File: config.mk
export PLATFORM = sky130hd
export DESIGN_NAME = cie_console
export DESIGN_NICKNAME = d
export VERILOG_FILES = /design/src/rtl/cie_pkg.sv /design/src/rtl/cie_ser_if.sv /design/src/rtl/cie_clkdiv.sv /design/src/rtl/cie_serializer.sv /design/src/rtl/cie_console.sv
export SDC_FILE = /design/constraint.sdc
export NUM_CORES = 1
export LEC_CHECK = 0
export ABC_CLOCK_PERIOD_IN_PS = 3800
export BUFFER_PORTS_ARGS = -buffer_cell sky130_fd_sc_hd__buf_4
export CAP_MARGIN = 10
export CORE_MARGIN = 5
export CORE_UTILIZATION = 60
export DETAILED_ROUTE_END_ITERATION = 10
export GPL_TIMING_DRIVEN = 0
export PLACE_DENSITY = 0.82
export SETUP_SLACK_MARGIN = 0.2
export SYNTH_ARGS = -nofsm -noshare
export SYNTH_HDL_FRONTEND = slang
export SYNTH_SLANG_ARGS = --single-unit
File: constraint.sdc
create_clock -name CLOCK -period 3.8 [get_ports CLOCK]
set_input_delay 0.19 -clock CLOCK [delete_from_list [all_inputs] [get_ports CLOCK]]
set_output_delay 0.19 -clock CLOCK [all_outputs]
set_load 0.05 [all_outputs]
File: src/rtl/cie_pkg.sv
package cie_pkg;
	// system clock and the device clock made from it
	localparam int CLOCK_PERIOD_NS = 8;
	localparam int DEV_CLOCK_PERIOD_NS = 160;
	localparam int DEV_CLOCK_HALF_CYC = DEV_CLOCK_PERIOD_NS / (2 * CLOCK_PERIOD_NS);
	localparam int DIV_CNT_W = 5;
	// wait for input done after the terminator has gone out
	localparam int DONE_WAIT_MS = 100;
	localparam int DONE_WAIT_CYC = DONE_WAIT_MS * 1000000 / CLOCK_PERIOD_NS;
	localparam int WAIT_CNT_W = 24;
	// character framing: six data bits, odd parity on top, lsb first
	localparam int CHAR_W = 6;
	localparam int FRAME_W = 7;
	localparam int BIT_CNT_W = 3;
	localparam int PAGE_LSB = 4;
	localparam logic [5:0] MESSAGE_TERMINATOR = 6'h0f;
	localparam logic [5:0] ZERO_CHAR = 6'h00;
	// message type codes in the low nibble of a control character
	localparam logic [3:0] CTRL_KEY_TYPE = 4'hf;
	localparam logic [3:0] LOGIC_KEY_TYPE = 4'h9;
	// character slot numbers within one message
	localparam logic [1:0] SLOT_HEAD = 2'h0;
	localparam logic [1:0] SLOT_SECOND = 2'h1;
	localparam logic [1:0] SLOT_LAST = 2'h3;

	typedef enum {ST_IDLE, ST_REQUEST, ST_SEND, ST_WAIT_DONE, ST_ERROR} cie_state_e;
	typedef enum {KIND_TEXT, KIND_CTRL} cie_kind_e;

	// odd parity frame of one character
	function automatic logic [FRAME_W-1:0] cie_frame(input logic [CHAR_W-1:0] d);
		return {~^d, d};
	endfunction
endpackage

File: src/rtl/cie_ser_if.sv
`timescale 1ns/1ps
interface cie_ser_if;
	import cie_pkg::*;
	logic load; // one-cycle order to send chr
	logic [FRAME_W-1:0] chr; // framed character
	logic busy; // char pending or on the line
	logic active; // bits on the line, clock may run
	logic done; // last bit of a char finished
	logic bit_out; // current serial bit
	logic rise; // device clock rising enable
	logic fall; // device clock falling enable
	logic clk_level; // free-running device clock level
	modport top (output load, chr, input busy, active, done, bit_out, rise, fall, clk_level);
	modport ser (input load, chr, fall, output busy, active, done, bit_out);
	modport div (output rise, fall, clk_level);
endinterface

File: src/rtl/cie_clkdiv.sv
`timescale 1ns/1ps
module cie_clkdiv import cie_pkg::*; (
	// clock and reset
	input wire logic clk,
	input wire logic rst,
	// device clock phase and edge enables
	cie_ser_if.div sif
);
	logic [DIV_CNT_W-1:0] cnt; // cycles within a half period

	// half-period counter, toggles the level and pulses the edge enables
	always_ff @(posedge clk or posedge rst) begin
		if (rst) begin
			cnt <= '0;
			sif.clk_level <= 1'b0;
			sif.rise <= 1'b0;
			sif.fall <= 1'b0;
		end else if (cnt == DIV_CNT_W'(DEV_CLOCK_HALF_CYC - 1)) begin
			cnt <= '0;
			sif.clk_level <= ~sif.clk_level;
			sif.rise <= ~sif.clk_level;
			sif.fall <= sif.clk_level;
		end else begin
			cnt <= cnt + DIV_CNT_W'(1);
			sif.rise <= 1'b0;
			sif.fall <= 1'b0;
		end
	end
endmodule

File: src/rtl/cie_serializer.sv
`timescale 1ns/1ps
module cie_serializer import cie_pkg::*; (
	// clock and reset
	input wire logic clk,
	input wire logic rst,
	// character in, serial bit out
	cie_ser_if.ser sif
);
	logic [FRAME_W-1:0] shreg; // bits still to go, lsb on the line
	logic [BIT_CNT_W-1:0] cnt; // bits already shifted
	logic pend; // loaded, waiting for a falling edge
	logic last; // final bit is on the line

	assign last = sif.active && (cnt == BIT_CNT_W'(FRAME_W - 1));
	assign sif.busy = pend | sif.active;
	assign sif.bit_out = shreg[0];

	// pending flag, starts a char only at a falling edge so no clock sliver
	always_ff @(posedge clk or posedge rst) begin
		if (rst) begin
			pend <= 1'b0;
		end else if (sif.load) begin
			pend <= 1'b1;
		end else if (sif.fall && !sif.active) begin
			pend <= 1'b0;
		end
	end

	// shifter: data changes only on falling edges, held while clock high
	always_ff @(posedge clk or posedge rst) begin
		if (rst) begin
			shreg <= '0;
			cnt <= '0;
			sif.active <= 1'b0;
			sif.done <= 1'b0;
		end else begin
			sif.done <= 1'b0;
			if (sif.load) begin
				shreg <= sif.chr;
			end else if (sif.fall && sif.active) begin
				if (last) begin
					sif.active <= 1'b0;
					sif.done <= 1'b1;
				end else begin
					shreg <= {1'b0, shreg[FRAME_W-1:1]};
					cnt <= cnt + BIT_CNT_W'(1);
				end
			end else if (sif.fall && pend) begin
				sif.active <= 1'b1;
				cnt <= '0;
			end
		end
	end
endmodule

File: src/rtl/cie_console.sv
`timescale 1ns/1ps
module cie_console import cie_pkg::*; #(
	parameter int DONE_WAIT_CYCLES = DONE_WAIT_CYC // wait for input done
) (
	// clock and reset
	input wire logic CLOCK,
	input wire logic RST,
	// lines from the processor
	input wire logic TRANSFER_ACTIVE_LINE,
	input wire logic INPUT_DONE_LINE,
	input wire logic SEND_REQUEST_LINE,
	// lines to the processor
	output logic AVAILABLE_LINE,
	output logic DEVICE_CLOCK,
	output logic INPUT_DATA,
	// operator keys
	input wire logic MSG_KEY,
	input wire logic [3:0] MSG_CODE,
	input wire logic FUNC_KEY,
	input wire logic [CHAR_W-1:0] FUNC_CODE,
	input wire logic LOGIC_KEY,
	input wire logic [CHAR_W-1:0] LOGIC_CODE,
	input wire logic [1:0] TEXT_DISPLAY_PAGE,
	input wire logic [CHAR_W-1:0] OVERLAY_CODE,
	// console control
	input wire logic STANDBY,
	input wire logic ENABLE_KEYS,
	input wire logic OUTBOUND_FAULT,
	input wire logic LAMP_CLEAR,
	// text stream from the display
	input wire logic TEXT_VALID,
	input wire logic [FRAME_W-1:0] TEXT_CHAR,
	input wire logic TEXT_LAST,
	output logic TEXT_READY,
	// operator indications
	output logic KEYS_ENABLED,
	output logic INBOUND_FAULT_LAMP,
	output logic OUTBOUND_FAULT_LAMP,
	output logic BUSY
);
	localparam logic [WAIT_CNT_W-1:0] WAIT_LAST = WAIT_CNT_W'(DONE_WAIT_CYCLES - 1);

	cie_ser_if sif ();
	cie_state_e state; // transfer sequencer
	cie_kind_e kind; // text or control message
	logic [2:0] pin_m, pin_s; // pin synchroniser stages
	logic ta, idone, sreq; // synchronised processor lines
	logic [CHAR_W-1:0] hdr, c1, c2; // assembled message characters
	logic [CHAR_W-1:0] next_char; // next fixed char to frame
	logic [1:0] idx; // next character slot
	logic tail; // terminator has been loaded
	logic keys_en; // key lock released
	logic keys_usable; // keys may start a transfer now
	logic [WAIT_CNT_W-1:0] wait_cnt; // done and error wait timer
	logic start_ok, grant, text_take, par_fault, line_fault, done_tmo, err_evt, ok_evt, free;

	// device clock divider and character shifter
	cie_clkdiv u_div (
		.clk(CLOCK),
		.rst(RST),
		.sif(sif.div)
	);
	cie_serializer u_ser (
		.clk(CLOCK),
		.rst(RST),
		.sif(sif.ser)
	);

	// two-stage synchroniser for the processor lines
	always_ff @(posedge CLOCK or posedge RST) begin
		if (RST) begin
			pin_m <= '0;
			pin_s <= '0;
		end else begin
			pin_m <= {TRANSFER_ACTIVE_LINE, INPUT_DONE_LINE, SEND_REQUEST_LINE};
			pin_s <= pin_m;
		end
	end
	assign ta = pin_s[2];
	assign idone = pin_s[1];
	assign sreq = pin_s[0];

	// events of the current cycle
	assign keys_usable = keys_en && !sreq && !STANDBY;
	assign start_ok = (state == ST_IDLE) && keys_usable && (MSG_KEY || FUNC_KEY || LOGIC_KEY);
	assign grant = (state == ST_REQUEST) && ta && !sreq;
	assign text_take = TEXT_READY && TEXT_VALID;
	assign par_fault = text_take && !(^TEXT_CHAR);
	// line dropped or done too early is a processor-side error
	assign line_fault = ((state == ST_SEND) && (!ta || idone))
		|| ((state == ST_WAIT_DONE) && !ta && !idone);
	assign done_tmo = (state == ST_WAIT_DONE) && !idone && (wait_cnt == WAIT_LAST);
	assign err_evt = line_fault || par_fault || done_tmo;
	assign ok_evt = (state == ST_WAIT_DONE) && idone;
	assign free = !sif.busy && !sif.load;

	// transfer sequencer with the availability line
	always_ff @(posedge CLOCK or posedge RST) begin
		if (RST) begin
			state <= ST_IDLE;
			AVAILABLE_LINE <= 1'b0;
		end else begin
			case (state)
				ST_IDLE: begin
					if (start_ok) begin
						state <= ST_REQUEST;
						AVAILABLE_LINE <= 1'b1;
					end
				end
				ST_REQUEST: begin
					if (grant) begin
						state <= ST_SEND;
					end
				end
				ST_SEND: begin
					if (err_evt) begin
						state <= ST_ERROR;
						AVAILABLE_LINE <= 1'b0;
					end else if (sif.done && tail) begin
						state <= ST_WAIT_DONE;
					end
				end
				ST_WAIT_DONE: begin
					if (ok_evt) begin
						state <= ST_IDLE;
						AVAILABLE_LINE <= 1'b0;
					end else if (err_evt) begin
						state <= ST_ERROR;
						AVAILABLE_LINE <= 1'b0;
					end
				end
				ST_ERROR: begin
					// let the char finish, then wait for the processor to let go
					if (!sif.busy && (!ta || wait_cnt == WAIT_LAST)) begin
						state <= ST_IDLE;
					end
				end
				default: begin
					state <= ST_IDLE;
					AVAILABLE_LINE <= 1'b0;
				end
			endcase
		end
	end

	// wait timer, restarted on entry to waiting or error
	always_ff @(posedge CLOCK or posedge RST) begin
		if (RST) begin
			wait_cnt <= '0;
		end else if (err_evt || (sif.done && tail)) begin
			wait_cnt <= '0;
		end else if ((state == ST_WAIT_DONE || state == ST_ERROR) && wait_cnt != WAIT_LAST) begin
			wait_cnt <= wait_cnt + WAIT_CNT_W'(1);
		end
	end

	// message assembly from the key pressed, message key first
	always_ff @(posedge CLOCK or posedge RST) begin
		if (RST) begin
			kind <= KIND_TEXT;
			hdr <= '0;
			c1 <= '0;
			c2 <= '0;
		end else if (start_ok) begin
			if (MSG_KEY) begin
				kind <= KIND_TEXT;
				hdr <= {TEXT_DISPLAY_PAGE, MSG_CODE};
				c1 <= ZERO_CHAR;
				c2 <= ZERO_CHAR;
			end else if (FUNC_KEY) begin
				kind <= KIND_CTRL;
				hdr <= {TEXT_DISPLAY_PAGE, CTRL_KEY_TYPE};
				c1 <= ZERO_CHAR;
				c2 <= FUNC_CODE;
			end else begin
				kind <= KIND_CTRL;
				hdr <= {TEXT_DISPLAY_PAGE, LOGIC_KEY_TYPE};
				c1 <= OVERLAY_CODE;
				c2 <= LOGIC_CODE;
			end
		end
	end

	// fixed character of the current slot
	always_comb begin
		case (idx)
			SLOT_HEAD: next_char = hdr;
			SLOT_SECOND: next_char = c1;
			2'h2: next_char = c2;
			default: next_char = MESSAGE_TERMINATOR;
		endcase
	end

	// character feeder: one char at a time into the shifter
	always_ff @(posedge CLOCK or posedge RST) begin
		if (RST) begin
			sif.load <= 1'b0;
			sif.chr <= '0;
			idx <= SLOT_HEAD;
			tail <= 1'b0;
			TEXT_READY <= 1'b0;
		end else begin
			sif.load <= 1'b0;
			TEXT_READY <= 1'b0;
			if (start_ok) begin
				idx <= SLOT_HEAD;
				tail <= 1'b0;
			end else if (state == ST_SEND && !err_evt) begin
				if (kind == KIND_TEXT && idx == SLOT_SECOND) begin
					// text body passes through with its own parity
					if (text_take) begin
						sif.load <= 1'b1;
						sif.chr <= TEXT_CHAR;
						if (TEXT_LAST) begin
							idx <= SLOT_LAST;
						end
					end else begin
						TEXT_READY <= free;
					end
				end else if (free && !tail) begin
					sif.load <= 1'b1;
					sif.chr <= cie_frame(next_char);
					idx <= idx + 2'h1;
					tail <= (idx == SLOT_LAST);
				end
			end
		end
	end

	// key lock: closed by a transfer, opened by enable or a failed transfer
	always_ff @(posedge CLOCK or posedge RST) begin
		if (RST) begin
			keys_en <= 1'b1;
		end else if (start_ok) begin
			keys_en <= 1'b0;
		end else if (ENABLE_KEYS || err_evt) begin
			keys_en <= 1'b1;
		end
	end

	// error lamps, a new fault wins over a clear
	always_ff @(posedge CLOCK or posedge RST) begin
		if (RST) begin
			INBOUND_FAULT_LAMP <= 1'b0;
			OUTBOUND_FAULT_LAMP <= 1'b0;
		end else begin
			if (err_evt) begin
				INBOUND_FAULT_LAMP <= 1'b1;
			end else if (LAMP_CLEAR) begin
				INBOUND_FAULT_LAMP <= 1'b0;
			end
			if (OUTBOUND_FAULT) begin
				OUTBOUND_FAULT_LAMP <= 1'b1;
			end else if (LAMP_CLEAR) begin
				OUTBOUND_FAULT_LAMP <= 1'b0;
			end
		end
	end

	// registered pin and status outputs
	always_ff @(posedge CLOCK or posedge RST) begin
		if (RST) begin
			DEVICE_CLOCK <= 1'b0;
			INPUT_DATA <= 1'b0;
			KEYS_ENABLED <= 1'b0;
			BUSY <= 1'b0;
		end else begin
			DEVICE_CLOCK <= sif.clk_level && sif.active;
			INPUT_DATA <= sif.bit_out;
			KEYS_ENABLED <= keys_usable && (state == ST_IDLE);
			BUSY <= (state != ST_IDLE);
		end
	end
endmodule

-- After elaboration in Yosys (flattened, before gate mapping)
Cells that the tools add are included.
- output and inout port bits: 8
- bits of input ports: 45
- memory bits (writable): 0
- word-level logic and storage cells: 203
- flip-flop bits (word level): 152
- memories: 0
- memory bits (read-only): 0
- latch bits: 0
- add/subtract/negate cells: 4
- multiply operators: 0
- equality and inequality tests: 27
- muxes and demuxes: 65
- bitwise logic cells: 5
- div/mod/pow operators: 0
- magnitude comparators: 0
- shifts and indexed selects: 0
- reductions and logical operators: 73
- operators with widths (cell ; count):
    two-way mux 32 bit ; 7
    one-hot mux 32 bit (5 select lines) ; 1
    equality test 32 x 2 -> 1 bit, second input constant ; 3
    equality test 32 x 3 -> 1 bit, second input constant ; 3
    logical NOT 32 bit ; 3
    two-way mux 24 bit ; 2
    two-way mux 7 bit ; 6
    equality test 32 x 1 -> 1 bit, second input constant ; 1
    equality test 32 x 4 -> 1 bit, second input constant ; 1
    nonzero test 32 bit ; 1
    two-way mux 1 bit ; 31
    logical AND 1 bit ; 26
    adder 24 x 1 -> 24 bit, second input constant ; 1
    equality test 24 bit, second input constant ; 1
    two-way mux 6 bit ; 4
    != test 24 bit, second input constant ; 1
    nonzero test 2 bit ; 10
    one-hot mux 6 bit (3 select lines) ; 1
    != test 2 bit, second input constant ; 7
    two-way mux 2 bit ; 6
    two-way mux 3 bit ; 4
    != test 3 bit, second input constant ; 4
    logical NOT 1 bit ; 10
    logical OR 1 bit ; 10
    other kinds (22) ; 30

-- Depth between registers and ports, before layout
- depth in word-level cells: 10
- depth in mapped cells: 12
- depth with buffers taken out: 8

-- Hierarchy
Synthesis repeated with hierarchy kept, for this count alone.
- cell total of the unflattened synthesis: 477
- area, all modules: 4725.8 µm²
- by module, submodules not included (module ; sequential area each (µm²) ; cells an instance ; times used ; area each (µm²)):
    cie_console ; 1803.0 ; 380 ; 1 ; 3717.3
    cie_serializer ; 325.3 ; 69 ; 1 ; 665.6
    cie_clkdiv ; 200.2 ; 28 ; 1 ; 342.8

-- Worst setup path after synthesis
No wires, ideal clock.
- path type: register to register
- start: register idx[0]
- end: register sif.chr[0]
- cell stages (with the launch flop): 12
- setup slack: 1623 ps
- clock period less this slack: 2177 ps
- path buffers: 4
- arrival time: 2056 ps
- setup time: 121 ps
- required time: 3679 ps
- path through: dfrtp_1 ha_1 clkbuf_1 nor2b_1 clkbuf_1 nor3_1 a31oi_1 or3_1 buf_2 buf_6 nand2_1 o21ai_2
- longest elaborated chain between the ends: 4
- elaborated cells on any way between the ends: 10
- classes of those cells: 3 x eq/ne; 3 x mux; 4 x reduce/logical
- ends and longest elaborated chain (item ; RTL line ; source):
    start, declared ; cie_console.sv:50 ; logic [1:0] idx;
    start signal, assigned ; cie_console.sv:223 ; idx <= idx + 2'h1;
    equality test 2 bit, or another cell as far along ; cie_console.sv:186 ; case (idx)
    one-hot mux 6 bit (3 select lines) / logical AND 1 bit (equally long branches) ; cie_console.sv:186, cie_console.sv:209 ;
    two-way mux 7 bit, or another cell as far along ; cie_console.sv:220 ; end else if (free && !tail) begin
    two-way mux 7 bit / AND reduction 4 bit (equally long branches) ; n/a ;
    end signal, assigned ; cie_console.sv:222 ; sif.chr <= cie_frame(next_char);
    end, declared ; cie_ser_if.sv:5 ; logic [FRAME_W-1:0] chr;
Several ways; a longest one is shown, not always the timed one. The select of a mux whose other input is x is not followed.
A chain may end at the register's enable or synchronous reset.

-- Worst setup path in the final report
- start: register idx[1]
- end: register sif.chr[6]
- longest elaborated chain between the ends: 5
- elaborated cells on any way between the ends: 11
- classes of those cells: 3 x eq/ne; 3 x mux; 5 x reduce/logical
- ends and longest elaborated chain (item ; RTL line ; source):
    equality test 2 bit, or another cell as far along ; cie_console.sv:186 ;
    one-hot mux 6 bit (3 select lines) ; cie_console.sv:186 ;
    XNOR reduction 6 bit ; cie_pkg.sv:31 ; return {~^d, d};
    two-way mux 7 bit ; cie_console.sv:220 ;
    two-way mux 7 bit ; cie_console.sv:209 ; if (kind == KIND_TEXT && idx == SLOT_SECOND) begin
Several ways; a longest one is shown, not always the timed one. The select of a mux whose other input is x is not followed.

==> results.md <==
* Status: complete, no violations
* GRT Overall Usage at 0.217
* Layout area overhead at 17.3%
* Average size of a mapped cell at 9.88 µm²
* Worst slew pin tran at 894 ps
* Final Hold Viols at 0
* Initial antenna violation count at 0
* Flops & latches, synth at 92
* Switch share at 0.347
* Cell area after synthesis at 4630 µm²
* Initial Utilization at 0.609
* Internal at 1.99 mW
* CP Data Required Time at 4050 ps
* Fmax at 401 MHz
* Postcts setup bufs at 0
* Clock tree from TritonCTS: yes
* Worst slew margin at 0.396
* Top cell by count, worst path: clkbuf_1
* Worst skew pair latency at 360 ps
* Distinct cells, synth at 58
* Vias in the first global route at 3,687
* Clk_skew at 9.64 ps
* I/O pin cnt at 53
* Num Clock Sinks at 92
* Final worst path period need at 2490 ps
* CP max FO at 10
* RSZ-0062 raised after global routing: no
* Post-detail-place hpwl at 7120 µm
* Root Driver: clkbuf_8
* Worst hold slack at 14.2 ps
* Worst Setup Slack, final at 1310 ps
* Total power at 3.04 mW
* Clock power frac at 0.240
* Crit-path max cell delay at 430 ps
* Post-route DRC at 0
* Die H at 97.9 µm
* Finish-stage setup viols at 0
* Largest net degree at the start of global routing at 70
* Slowest cell on the critical path: dfrtp_1
* Most frequent cells in the layout: 91 x dfrtp_1, 58 x nand2_1, 51 x buf_4
* Comb pwr share at 0.324
* Total negative slack at 0 ps
* Crit-path cells: inv_1 -> ha_1 -> clkbuf_1 -> nor2b_1 -> clkbuf_1 -> a31oi_1 -> or3_1 -> buf_2 -> buf_6 -> nand2_1 -> o21ai_1
* Vias per cell at 5.76
* Share of cells above drive strength 1 at 0.155
* Most common cell after layout, fill and taps aside: dfrtp_1
* Aggregate routed wire length at 10,000 µm
* Sequential-to-total area share from yosys stat at 0.497
* Leakage dissipation at 2.45 nW
* Synthesized Nets at 523
* Deepest clock path buffer count at 2
* Vias at 3,705
* Fin util at 0.715
* Fill cell count at 572
* Horiz. Die Dim at 97.9 µm
* Die ar. at 9580 µm²
* Pre-CTS setup slack at 1340 ps
* H-tree Lvls at 3
* Worst VDD drop at 349 µV
* Reg clk slew, reported paths at 90 ps
* Core area at 7610 µm²
* Rows at 32
* Sequential power share at 0.436
* Critical Path Start Type: flip-flop
* Slew Limit Fails at 0
* Final period util at 0.656
* Hold Path Class: input port to flip-flop
* DRT iter0 DRCs at 178
* Synth warn at 0
* GRT Residual Overflow at 0
* ANT nets after route at 0
* MaxCap Viol Count at 0
* CP endpoint kind: flip-flop
* RD Place Congestion at 0.893
* Ys flop type: dfrtp_1
* Power Density at 559 nW/µm²
* Global-route wire length before repair at 17,200 µm
* P_sw at 1.05 mW
* ANT cells at 0
* Share of flip-flops with an asynchronous set or reset at 1.00
* Number of synthesized flops with an enable pin at 0
* IO buf count at 51
* Num CTS Buffers at 9
* Critical setup path kind: flip-flop to flip-flop
* Worst EP arrival at 2740 ps
* WL/cell at 15.6 µm
* TritonRoute pass-1 iters at 5
* Synth Instances at 469
* Fin nets at 590
==> metal layers <==
layer  GRT usage  up-vias  part of all wire
met3      0.0529       15             0.050
met4      0.0564        0             0.012
met5           0        -                 0
met1       0.293     1786              0.44
li1            -     1786                 -
met2       0.354      118              0.50
==> stage by stage <==
step / instance area [µm²] / std cells
floorplan: 4630 / 469
global placement: 5140 / 622
detailed placement: 5170 / 623
CTS: 5440 / 643
global route: 5440 / 643
finish: 5440 / 643
==> synthesized netlist by cell type (2+ instances only) <==
cell type  number  area [µm²]
xnor2_1        23         201
nor4b_1         4        35.0
o31ai_1         8        60.1
xor2_1          6        52.6
or4_1           2        15.0
ha_1            9         113
nand4_1         6        37.5
o211ai_1        2        15.0
and3_1          4        25.0
o21ai_1         4        20.0
nand3_1        16        80.1
inv_1          17        63.8
a21o_1          2        15.0
a31oi_1         6        37.5
o21a_1          3        22.5
nor2_1         48         180
o21ai_0        21         105
buf_1           4        15.0
a22o_1          9        78.8
clkbuf_1       13        48.8
and2_1          6        37.5
nor4_1          3        18.8
buf_2           4        20.0
mux2i_1        15         150
a222oi_1        2        20.0
a21boi_0        2        15.0
a21oi_1        13        65.1
and4_1          2        17.5
or3_1           3        18.8
nand2b_1        6        37.5
xnor3_1         3        67.6
a22oi_1         4        30.0
nand2_1        58         218
nor2b_1         4        25.0
nor3_1         19        95.1
a221o_1         4        40.0
o21ai_2         3        26.3
dfrtp_1        91        2280
==> logic make-up (layout without fill, tap and decap cells) <==
| family | after synthesis | in the layout | synth area share |
|---|---|---|---|
| xor+xnor | 32 | 32 | 0.0694 |
| flops | 92 | 92 | 0.497 |
| buf+inv | 39 | 111 | 0.0343 |
| simple gates | 190 | 190 | 0.203 |
| fa+ha+maj | 9 | 9 | 0.0243 |
| compound gates | 90 | 90 | 0.133 |
| mux | 17 | 17 | 0.0397 |
==> critical path: cells and delay by family, from the launching register on <==
kind	cells	cell delay, ps
buffers and inverters	5	1070
and+or+nand+nor	3	570
DFF	1	430
AOI/OAI and AO/OA	2	190
adders and majority gates	1	140
==> layout make-up <==
| cell class | instances | area, µm² | share of cell area |
|---|---|---|---|
| inverters | 17 | 66.3 | 0.0122 |
| plain buffers | 22 | 95.1 | 0.0175 |
| well taps | 102 | 128 | 0.0235 |
| repair buffers | 56 | 450 | 0.0829 |
| multi-input cells | 338 | 2170 | 0.400 |
| flip-flops and latches | 92 | 2300 | 0.424 |
| clock buffers | 10 | 128 | 0.0235 |
| clock inverters | 6 | 93.8 | 0.0173 |
==> flip-flops by register name (all words and copies together), names as in the netlist, 2 cells and up <==
name         flops
u_ser.shreg      7
c1               6
wait_cnt        24
pin_s            3
hdr              6
sif.chr          7
c2               6
pin_m            3
state            3
idx              2
u_div.cnt        5
u_ser.cnt        3
==> path summary, 6_finish.rpt <==
kind	start	end	slack (ps)	depth (start not counted)
worst max-delay path	idx[1]	sif.chr[6]	1310	11
worst min-delay path	OUTBOUND_FAULT	OUTBOUND_FAULT_LAMP	10	2
worst max register to register	idx[1]	sif.chr[6]	1310	11
worst min register to register	pin_m[0]	pin_s[0]	360	0
max in group asynchronous	RST	keys_en	2760	4
min in group asynchronous	RST	u_div.cnt[2]	350	3
==> power groups by stage <==
stage          registers [mW]  clock network [mW]  logic [mW]
5_1_grt                  1.35               0.793        1.09
3_5_place_dp             1.34                   0       0.978
4_1_cts                  1.32               0.749       0.988
6_report                 1.33               0.731       0.984
3_3_place_gp             1.33                   0       0.943
2_1_floorplan            1.36                   0       0.680
==> what timing repair did <==
| action | 4_1_cts | 5_1_grt |
|---|---|---|
| hold buffers | 4 | 0 |
| endpoints found under the hold margin | 26 | 0 |
| resized for setup | 0 | 0 |
Note: power is estimated with default switching activity, not from simulation.
